## src/hw/umcs_pkg.sv

```systemverilog
package umcs_pkg;
    // register port widths
    localparam int unsigned ADDR_W = 8;
    localparam int unsigned DATA_W = 8;

    // register byte addresses
    localparam logic [7:0] MCR_OFS = 8'h00;
    localparam logic [7:0] MSR_OFS = 8'h04;
    localparam logic [7:0] EFR_OFS = 8'h08;
    localparam logic [7:0] IER_OFS = 8'h0c;
    localparam logic [7:0] IRQ_STAT_OFS = 8'h10;
    localparam logic [7:0] IRQ_MASK_OFS = 8'h14;
    localparam logic [7:0] FLOW_THR_OFS = 8'h18;
    localparam logic [7:0] TRIG_LVL_OFS = 8'h1c;

    // modem_control fields
    localparam int unsigned MCR_CLKSEL = 7;
    localparam int unsigned MCR_THR_EN = 6;
    localparam int unsigned MCR_XON_ANY = 5;
    localparam int unsigned MCR_LOOP = 4;
    localparam int unsigned MCR_IRQ_OP = 3;
    localparam int unsigned MCR_FRDY = 2;
    localparam int unsigned MCR_RTS = 1;
    localparam int unsigned MCR_DTR = 0;
    localparam logic [7:0] MCR_PROT = 8'he0;
    localparam logic [7:0] IER_PROT = 8'hf0;

    // other fields
    localparam int unsigned EFR_WEN = 4;
    localparam int unsigned IER_MODEM = 3;

    // modem_status delta field positions, low nibble
    localparam int unsigned D_CD = 3;
    localparam int unsigned D_RI = 2;
    localparam int unsigned D_DSR = 1;
    localparam int unsigned D_CTS = 0;

    // interrupt status and mask layout
    localparam int unsigned IRQ_W = 3;
    localparam int unsigned IRQ_MODEM = 0;
    localparam int unsigned IRQ_RING = 1;
    localparam int unsigned IRQ_DENIED = 2;

    // reset values
    localparam logic [7:0] MCR_RST = 8'h00;
    localparam logic [7:0] EFR_RST = 8'h00;
    localparam logic [7:0] IER_RST = 8'h00;
    localparam logic [7:0] FLOW_RST = 8'h00;
    localparam logic [7:0] TRIG_RST = 8'h00;
    localparam logic [2:0] IRQ_MASK_RST = 3'h7;
    localparam logic [3:0] SRC_RST = 4'h0;

    // prescaler: terminal count of the divide-by-four counter
    localparam logic [1:0] PRESC_LAST = 2'h3;

    // synchronised pin indices
    localparam int unsigned N_IN = 5;
    localparam int unsigned IN_CTS = 0;
    localparam int unsigned IN_DSR = 1;
    localparam int unsigned IN_RI = 2;
    localparam int unsigned IN_CD = 3;
    localparam int unsigned IN_RX = 4;
    localparam logic [4:0] IN_IDLE = 5'h1f;
endpackage

```

## src/hw/umcs_sync_if.sv

```systemverilog
`timescale 1ns/1ps
`default_nettype none
interface umcs_sync_if;
    logic [umcs_pkg::N_IN-1:0] raw;
    logic [umcs_pkg::N_IN-1:0] synced;
    modport core (output raw, input synced);
    modport sync (input raw, output synced);
endinterface
`default_nettype wire

```

## src/hw/umcs_sync.sv

```systemverilog
`timescale 1ns/1ps
`default_nettype none
module umcs_sync (
    // clock and reset
    input wire logic clock,
    input wire logic sys_rst,
    // pins in, synchronised levels out
    umcs_sync_if.sync sif
);
    logic [umcs_pkg::N_IN-1:0] s1_q;
    logic [umcs_pkg::N_IN-1:0] s1_d;
    logic [umcs_pkg::N_IN-1:0] s2_q;
    logic [umcs_pkg::N_IN-1:0] s2_d;

    // two stages per pin; idle pins are high
    for (genvar i = 0; i < umcs_pkg::N_IN; i++) begin : g_bit
        always_comb begin
            s1_d[i] = sif.raw[i];
            s2_d[i] = s1_q[i];
        end
        always_ff @(posedge clock) begin
            if (sys_rst) begin
                s1_q[i] <= umcs_pkg::IN_IDLE[i];
                s2_q[i] <= umcs_pkg::IN_IDLE[i];
            end else begin
                s1_q[i] <= s1_d[i];
                s2_q[i] <= s2_d[i];
            end
        end
    end

    assign sif.synced = s2_q;
endmodule
`default_nettype wire

```

## src/hw/umcs_top.sv

```systemverilog
`timescale 1ns/1ps
`default_nettype none
module umcs_top (
    // clock and reset
    input wire logic clock,
    input wire logic sys_rst,
    // register port
    input wire logic [umcs_pkg::ADDR_W-1:0] reg_addr,
    input wire logic [umcs_pkg::DATA_W-1:0] reg_wdata,
    input wire logic reg_wr,
    input wire logic reg_rd,
    output logic [umcs_pkg::DATA_W-1:0] reg_rdata,
    // modem pins, active low
    input wire logic clear_send_in,
    input wire logic set_ready_in,
    input wire logic carrier_detect_in,
    input wire logic ring_indicator_in,
    output logic request_send_out,
    output logic terminal_ready_out,
    output logic general_out_pin,
    // interrupt pin with enable, enable low while driven
    output logic irq_out_chan_a,
    output logic irq_out_chan_a_oe_n,
    // serial pins and core serial data
    input wire logic serial_rx_in,
    output logic serial_tx_out,
    input wire logic core_tx_data,
    output logic core_rx_data,
    // flow control from the core
    input wire logic auto_rts_enable,
    input wire logic auto_rts_assert,
    // configuration towards the core
    output logic baud_tick,
    output logic threshold_access,
    output logic xon_any_enable,
    output logic fifo_ready_enable,
    output logic loopback_active,
    output logic [umcs_pkg::DATA_W-1:0] flow_threshold,
    output logic [umcs_pkg::DATA_W-1:0] trigger_level
);
    // synchroniser
    umcs_sync_if sif();

    assign sif.raw[umcs_pkg::IN_CTS] = clear_send_in;
    assign sif.raw[umcs_pkg::IN_DSR] = set_ready_in;
    assign sif.raw[umcs_pkg::IN_RI] = ring_indicator_in;
    assign sif.raw[umcs_pkg::IN_CD] = carrier_detect_in;
    assign sif.raw[umcs_pkg::IN_RX] = serial_rx_in;

    umcs_sync u_sync (
        .clock(clock),
        .sys_rst(sys_rst),
        .sif(sif)
    );

    // address decode
    logic hit_mcr;
    logic hit_msr;
    logic hit_efr;
    logic hit_ier;
    logic hit_stat;
    logic hit_mask;
    logic hit_flow;
    logic hit_trig;

    always_comb begin
        hit_mcr = 1'b0;
        hit_msr = 1'b0;
        hit_efr = 1'b0;
        hit_ier = 1'b0;
        hit_stat = 1'b0;
        hit_mask = 1'b0;
        hit_flow = 1'b0;
        hit_trig = 1'b0;
        if (reg_addr == umcs_pkg::MCR_OFS) begin
            hit_mcr = 1'b1;
        end else if (reg_addr == umcs_pkg::MSR_OFS) begin
            hit_msr = 1'b1;
        end else if (reg_addr == umcs_pkg::EFR_OFS) begin
            hit_efr = 1'b1;
        end else if (reg_addr == umcs_pkg::IER_OFS) begin
            hit_ier = 1'b1;
        end else if (reg_addr == umcs_pkg::IRQ_STAT_OFS) begin
            hit_stat = 1'b1;
        end else if (reg_addr == umcs_pkg::IRQ_MASK_OFS) begin
            hit_mask = 1'b1;
        end else if (reg_addr == umcs_pkg::FLOW_THR_OFS) begin
            hit_flow = 1'b1;
        end else if (reg_addr == umcs_pkg::TRIG_LVL_OFS) begin
            hit_trig = 1'b1;
        end
    end

    // control registers
    logic [7:0] mcr_q;
    logic [7:0] mcr_d;
    logic [7:0] efr_q;
    logic [7:0] efr_d;
    logic [7:0] ier_q;
    logic [7:0] ier_d;
    logic [7:0] flow_q;
    logic [7:0] flow_d;
    logic [7:0] trig_q;
    logic [7:0] trig_d;
    logic [umcs_pkg::IRQ_W-1:0] mask_q;
    logic [umcs_pkg::IRQ_W-1:0] mask_d;
    logic wen;
    logic thr_open;
    logic denied;

    assign wen = efr_q[umcs_pkg::EFR_WEN];
    assign thr_open = mcr_q[umcs_pkg::MCR_THR_EN];

    always_comb begin
        mcr_d = mcr_q;
        efr_d = efr_q;
        ier_d = ier_q;
        flow_d = flow_q;
        trig_d = trig_q;
        mask_d = mask_q;
        denied = 1'b0;
        if (reg_wr) begin
            if (hit_mcr) begin
                if (wen) begin
                    mcr_d = reg_wdata;
                end else begin
                    // protected bits hold their value
                    mcr_d = (mcr_q & umcs_pkg::MCR_PROT) | (reg_wdata & ~umcs_pkg::MCR_PROT);
                    denied = |((reg_wdata ^ mcr_q) & umcs_pkg::MCR_PROT);
                end
            end
            if (hit_ier) begin
                if (wen) begin
                    ier_d = reg_wdata;
                end else begin
                    ier_d = (ier_q & umcs_pkg::IER_PROT) | (reg_wdata & ~umcs_pkg::IER_PROT);
                    denied = |((reg_wdata ^ ier_q) & umcs_pkg::IER_PROT);
                end
            end
            if (hit_efr) begin
                efr_d = reg_wdata;
            end
            if (hit_mask) begin
                mask_d = reg_wdata[umcs_pkg::IRQ_W-1:0];
            end
            // threshold registers only reachable while opened
            if (hit_flow) begin
                if (thr_open) begin
                    flow_d = reg_wdata;
                end else begin
                    denied = 1'b1;
                end
            end
            if (hit_trig) begin
                if (thr_open) begin
                    trig_d = reg_wdata;
                end else begin
                    denied = 1'b1;
                end
            end
        end
    end

    always_ff @(posedge clock) begin
        if (sys_rst) begin
            mcr_q <= umcs_pkg::MCR_RST;
            efr_q <= umcs_pkg::EFR_RST;
            ier_q <= umcs_pkg::IER_RST;
            flow_q <= umcs_pkg::FLOW_RST;
            trig_q <= umcs_pkg::TRIG_RST;
            mask_q <= umcs_pkg::IRQ_MASK_RST;
        end else begin
            mcr_q <= mcr_d;
            efr_q <= efr_d;
            ier_q <= ier_d;
            flow_q <= flow_d;
            trig_q <= trig_d;
            mask_q <= mask_d;
        end
    end

    // modem status sources, ordered cd, ri, dsr, cts
    logic loop_on;
    logic [3:0] src;
    logic [3:0] prev_q;
    logic [3:0] prev_d;
    logic [3:0] delta_q;
    logic [3:0] delta_d;
    logic [3:0] ev;
    logic msr_clr;

    assign loop_on = mcr_q[umcs_pkg::MCR_LOOP];
    assign msr_clr = reg_rd & hit_msr;

    always_comb begin
        if (loop_on) begin
            // control bits stand in for the pins
            src = {mcr_q[umcs_pkg::MCR_IRQ_OP], mcr_q[umcs_pkg::MCR_FRDY],
                   mcr_q[umcs_pkg::MCR_DTR], mcr_q[umcs_pkg::MCR_RTS]};
        end else begin
            // pins are active low, report active high
            src = ~{sif.synced[umcs_pkg::IN_CD], sif.synced[umcs_pkg::IN_RI],
                    sif.synced[umcs_pkg::IN_DSR], sif.synced[umcs_pkg::IN_CTS]};
        end
        ev = src ^ prev_q;
        // ring pin low to high, the reported bit falls
        ev[umcs_pkg::D_RI] = prev_q[umcs_pkg::D_RI] & ~src[umcs_pkg::D_RI];
        prev_d = src;
        // a change in the reading cycle survives the clear
        delta_d = (msr_clr ? 4'h0 : delta_q) | ev;
    end

    always_ff @(posedge clock) begin
        if (sys_rst) begin
            prev_q <= umcs_pkg::SRC_RST;
            delta_q <= 4'h0;
        end else begin
            prev_q <= prev_d;
            delta_q <= delta_d;
        end
    end

    // interrupt status, cleared by its read, set wins
    logic [umcs_pkg::IRQ_W-1:0] stat_q;
    logic [umcs_pkg::IRQ_W-1:0] stat_d;
    logic [umcs_pkg::IRQ_W-1:0] stat_set;
    logic irq_level;

    always_comb begin
        stat_set = '0;
        stat_set[umcs_pkg::IRQ_MODEM] = ier_q[umcs_pkg::IER_MODEM] & (|delta_q | |ev);
        stat_set[umcs_pkg::IRQ_RING] = ev[umcs_pkg::D_RI];
        stat_set[umcs_pkg::IRQ_DENIED] = denied;
        stat_d = ((reg_rd & hit_stat) ? '0 : stat_q) | stat_set;
    end

    always_ff @(posedge clock) begin
        if (sys_rst) begin
            stat_q <= '0;
        end else begin
            stat_q <= stat_d;
        end
    end

    assign irq_level = |(stat_q & mask_q);

    // baud prescaler
    logic [1:0] presc_q;
    logic [1:0] presc_d;
    logic tick_q;
    logic tick_d;

    always_comb begin
        if (mcr_q[umcs_pkg::MCR_CLKSEL]) begin
            presc_d = presc_q + 2'h1;
            tick_d = (presc_q == umcs_pkg::PRESC_LAST);
        end else begin
            presc_d = 2'h0;
            tick_d = 1'b1;
        end
    end

    always_ff @(posedge clock) begin
        if (sys_rst) begin
            presc_q <= 2'h0;
            tick_q <= 1'b0;
        end else begin
            presc_q <= presc_d;
            tick_q <= tick_d;
        end
    end

    // registered pins and core outputs
    logic rts_q;
    logic rts_d;
    logic dtr_q;
    logic dtr_d;
    logic op_q;
    logic op_d;
    logic irq_q;
    logic irq_d;
    logic oe_n_q;
    logic oe_n_d;
    logic tx_q;
    logic tx_d;
    logic rx_q;
    logic rx_d;

    always_comb begin
        if (auto_rts_enable) begin
            rts_d = ~auto_rts_assert;
        end else begin
            rts_d = ~mcr_q[umcs_pkg::MCR_RTS];
        end
        dtr_d = ~mcr_q[umcs_pkg::MCR_DTR];
        op_d = ~mcr_q[umcs_pkg::MCR_IRQ_OP];
        oe_n_d = ~mcr_q[umcs_pkg::MCR_IRQ_OP];
        irq_d = irq_level & mcr_q[umcs_pkg::MCR_IRQ_OP];
        if (loop_on) begin
            // line idles high while the transmitter is looped
            tx_d = 1'b1;
            rx_d = core_tx_data;
        end else begin
            tx_d = core_tx_data;
            rx_d = sif.synced[umcs_pkg::IN_RX];
        end
    end

    always_ff @(posedge clock) begin
        if (sys_rst) begin
            rts_q <= 1'b1;
            dtr_q <= 1'b1;
            op_q <= 1'b1;
            irq_q <= 1'b0;
            oe_n_q <= 1'b1;
            tx_q <= 1'b1;
            rx_q <= 1'b1;
        end else begin
            rts_q <= rts_d;
            dtr_q <= dtr_d;
            op_q <= op_d;
            irq_q <= irq_d;
            oe_n_q <= oe_n_d;
            tx_q <= tx_d;
            rx_q <= rx_d;
        end
    end

    // read data, valid only in the cycle after the strobe
    logic [7:0] rdata_q;
    logic [7:0] rdata_d;

    always_comb begin
        rdata_d = 8'h00;
        if (reg_rd) begin
            if (hit_mcr) begin
                rdata_d = mcr_q;
            end else if (hit_msr) begin
                rdata_d = {src, delta_q};
            end else if (hit_efr) begin
                rdata_d = efr_q;
            end else if (hit_ier) begin
                rdata_d = ier_q;
            end else if (hit_stat) begin
                rdata_d = {{(8 - umcs_pkg::IRQ_W){1'b0}}, stat_q};
            end else if (hit_mask) begin
                rdata_d = {{(8 - umcs_pkg::IRQ_W){1'b0}}, mask_q};
            end else if (hit_flow && thr_open) begin
                rdata_d = flow_q;
            end else if (hit_trig && thr_open) begin
                rdata_d = trig_q;
            end
        end
    end

    always_ff @(posedge clock) begin
        if (sys_rst) begin
            rdata_q <= 8'h00;
        end else begin
            rdata_q <= rdata_d;
        end
    end

    assign reg_rdata = rdata_q;
    assign request_send_out = rts_q;
    assign terminal_ready_out = dtr_q;
    assign general_out_pin = op_q;
    assign irq_out_chan_a = irq_q;
    assign irq_out_chan_a_oe_n = oe_n_q;
    assign serial_tx_out = tx_q;
    assign core_rx_data = rx_q;
    assign baud_tick = tick_q;
    assign threshold_access = mcr_q[umcs_pkg::MCR_THR_EN];
    assign xon_any_enable = mcr_q[umcs_pkg::MCR_XON_ANY];
    assign fifo_ready_enable = mcr_q[umcs_pkg::MCR_FRDY];
    assign loopback_active = loop_on;
    assign flow_threshold = flow_q;
    assign trigger_level = trig_q;
endmodule
`default_nettype wire

```

## config.mk

```make
export PLATFORM = sky130hd
export DESIGN_NAME = umcs_top
export DESIGN_NICKNAME = d
export VERILOG_FILES = /design/src/hw/umcs_pkg.sv /design/src/hw/umcs_sync_if.sv /design/src/hw/umcs_sync.sv /design/src/hw/umcs_top.sv
export SDC_FILE = /design/constraint.sdc
export NUM_CORES = 1
export LEC_CHECK = 0
export BUFFER_PORTS_ARGS = -buffer_cell sky130_fd_sc_hd__buf_2
export CORE_MARGIN = 8
export CORE_UTILIZATION = 55
export DETAILED_ROUTE_END_ITERATION = 12
export GPL_TIMING_DRIVEN = 0
export MAX_ROUTING_LAYER = met4
export PLACE_DENSITY = 0.84
export SYNTH_ARGS = -nofsm -noshare
export SYNTH_HDL_FRONTEND = slang
export SYNTH_SLANG_ARGS = --single-unit
```

## constraint.sdc

```tcl
create_clock -name clock -period 2.35 [get_ports clock]
set_input_delay 0.47 -clock clock [delete_from_list [all_inputs] [get_ports clock]]
set_output_delay 0.47 -clock clock [all_outputs]
set_load 0.005 [all_outputs]
```

==> reports/qor.yml <==
outcome:
  status: "complete, no violations"
clocking:
  cts_max_level: 3
  worstSkewPairLatency_ps: 360
  cts_tree: "built"
  postCtsHoldBufs: 0
  cts_resized: 0
  clk_path_buf_depth: 2
  cts_sinks: 81
  path_clk_slew_ps: 80
  cts_buffers: 9
  clockRootBuffer: "clkbuf_8"
  cts_setup_buffers: 0
timing:
  skew_ps: 5.02
  worst_slew_pin_slew_ps: 550
  finalHoldViolCount: 0
  whs_ps: 291
  finalSetupViolCount: 0
  slew_headroom_pct: 62.3
  fin_ws_ps: 446
  period_needed_ps: 1900
  tns_ps: 0
  final-max-slew-violation-count: 0
  max_freq_mhz: 525
  rsz0062_at_grt: "false"
  fin_crit_sh_pct: 81.0
cells_and_area:
  num-nets-final: 487
  diodes: 0
  area_growth_pct: 17.2
  drive_gt1_share_pct: 21.6
  final_cells: 540
  nFillCells: 542
drt:
  drt-vias-per-instance: 5.75
  vias: 3104
  ant_nets: 0
  wl_per_cell_um: 18.8
  drt_iter0_drc: 310
  routed_wl_mm: 10.1
  drc_errors: 0
  drtPass1Iterations: 5
power_and_ir_drop:
  power_density_mw_per_mm2: 642
  leakage_uw: 0.00176
  worst_ir_drop_vdd_uv: 538
synth:
  yosysWarnings: 0
  ys_seq_elements: 81
  async_flop_share_pct: 0
  synth.cell_area_mm2: 0.00351
  synth-edff-count: 0
  syn_avg_cell_area_um2: 9.04
  synth_flop_cell: "dfxtp_1"
  ys_seq_area_share_pct: 46.3
  synthCells: 388
  yosysUniqueCellTypes: 49
  synthesis.nets: 417
placement:
  port_buffers: 59
  hpwl_mm: 7.57
  place_inst: 524
  pre_cts_slack_ps: 165
  gp_congestion: 0.945
global_routing:
  grt_max_degree: 15
  antenna_found_initial: 0
  grt_overflow_total: 0
  grt_usage_pct: 24.0
  grt_pass1_vias: 3101
  grt_pass1_wl_mm: 16.3
critical_path:
  cp.required_ps: 2630
  worstPathMaxFanout: 9
  timing.critical_path.buf_inv: 1
  endpoint_kind: "flop"
  path_cells: "clkbuf_1 -> mux2i_1 -> xnor2_1 -> a41o_1 -> a21oi_1"
  start_kind: "flop"
  slowest_stage: "mux2i_1"
  cp_top_family: "multiplexers"
  crit_type: "reg2reg"
  crit_arrival_ps: 2190
  max_stage_delay_ps: 570
floorplan:
  core_mm2: 0.00624
  fp.dieW_um: 95.8
  rows: 29
  io_pins: 64
  chipHeight_um: 95.8
  start_util_pct: 56.2
  dieArea_mm2: 0.00919
job:
  maxCapViolCount: 0
min_path:
  hold_class: "in2reg"
==> final cells by class <==
class	instances	area, µm²	area share [%]
multi-input combinational	271	1730	42.1
sequential	81	1620	39.5
timing repair buffer	59	295	7.18
clock buffer	11	151	3.68
buffer	25	111	2.71
tap	77	96.3	2.34
clock inverter	5	61.3	1.49
inverter	11	41.3	1.00
==> metal layers <==
metal  global-route usage (%)  wire (µm)
met3                     5.23        839
met2                     35.2       4550
met1                     31.5       4550
met4                     8.83        180
met5                        -          0
==> worst reg2reg max path: stages, from the launching register on <==
cell	delay, ps
dfxtp_1	330
clkbuf_1	430
mux2i_1	570
xnor2_1	140
a41o_1	250
a21oi_1	120
==> layout by cell type, fill, tap and decap left out, types with 6 or more instances in the layout <==
| master | Yosys | routed |
|---|---|---|
| dfxtp_1 | 81 | 81 |
| buf_2 | 2 | 61 |
| nor2_1 | 44 | 44 |
| mux2i_1 | 43 | 43 |
| nand2_1 | 36 | 36 |
| a21oi_1 | 21 | 21 |
| clkbuf_1 | 19 | 19 |
| nor2b_1 | 15 | 15 |
| o21ai_0 | 14 | 14 |
| or2_2 | 12 | 12 |
| nand3_1 | 12 | 12 |
| inv_1 | 11 | 11 |
| clkbuf_8 | 0 | 11 |
| xor2_1 | 8 | 8 |
| o22ai_1 | 7 | 7 |
| a22oi_1 | 6 | 6 |
| nand2b_1 | 6 | 6 |
==> synth_stat cells (4+ instances only) <==
library cell / number / share of area (%)
dfxtp_1: 81 / 46
nor2_1: 44 / 4.7
mux2i_1: 43 / 12
nand2_1: 36 / 3.9
a21oi_1: 21 / 3.0
clkbuf_1: 19 / 2.0
nor2b_1: 15 / 2.7
o21ai_0: 14 / 2.0
nand3_1: 12 / 1.7
or2_2: 12 / 2.1
inv_1: 11 / 1.2
xor2_1: 8 / 2.0
o22ai_1: 7 / 1.2
a22oi_1: 6 / 1.3
nand2b_1: 6 / 1.1
a211o_1: 4 / 1.0
==> report_power, final <==
part | internal [µW] | total (µW) | leakage [µW] | switching [µW]
Combinational | 66.5 | 188 | 0.00101 | 121
Sequential | 1390 | 1400 | 0.000657 | 9.23
Clock | 552 | 1050 | 0.0000982 | 502
Total | 2010 | 2640 | 0.00176 | 633
==> metrics by stage <==
step                cell area (µm²)  total power, µW  utilization, %
floorplan                      3510             1540               -
global placement               3900             1610            62.4
detailed placement             3900             1610            62.4
CTS                            4110             2660            65.9
finish                         4110             2640            65.9
global route                   4110             2760            65.9
==> state kept, by name, indices dropped and copies added (netlist names), 2 cells and up <==
register           count
stat_q                 3
mcr_q                  8
delta_q                4
efr_q                  8
reg_rdata              8
trigger_level          8
u_sync.s1_q            5
u_sync.sif.synced      5
prev_q                 4
flow_threshold         8
presc_q                2
mask_q                 3
ier_q                  8
==> path summary, 6_finish.rpt <==
check	startpoint	to	slack, ps	cells after the start
worst min-delay path	set_ready_in	u_sync.s1_q[1]	290	2
worst max register to register	mcr_q[4]	stat_q[0]	450	5
worst max-delay path	mcr_q[4]	stat_q[0]	450	5
worst min register to register	u_sync.s1_q[0]	u_sync.sif.synced[0]	410	1
==> cells by family after synthesis <==
| kind of cell | count (synthesis) | share of synthesized area [%] |
|---|---|---|
| muxes | 43 | 12.3 |
| AOI/OAI and AO/OA | 67 | 12.3 |
| and+or+nand+nor | 149 | 21.7 |
| adders and majority gates | 1 | 0.357 |
| buffers and inverters | 36 | 4.35 |
| xor gates and xnor gates | 11 | 2.75 |
| DFF | 81 | 46.3 |
Note: power is estimated with default switching activity, not from simulation.
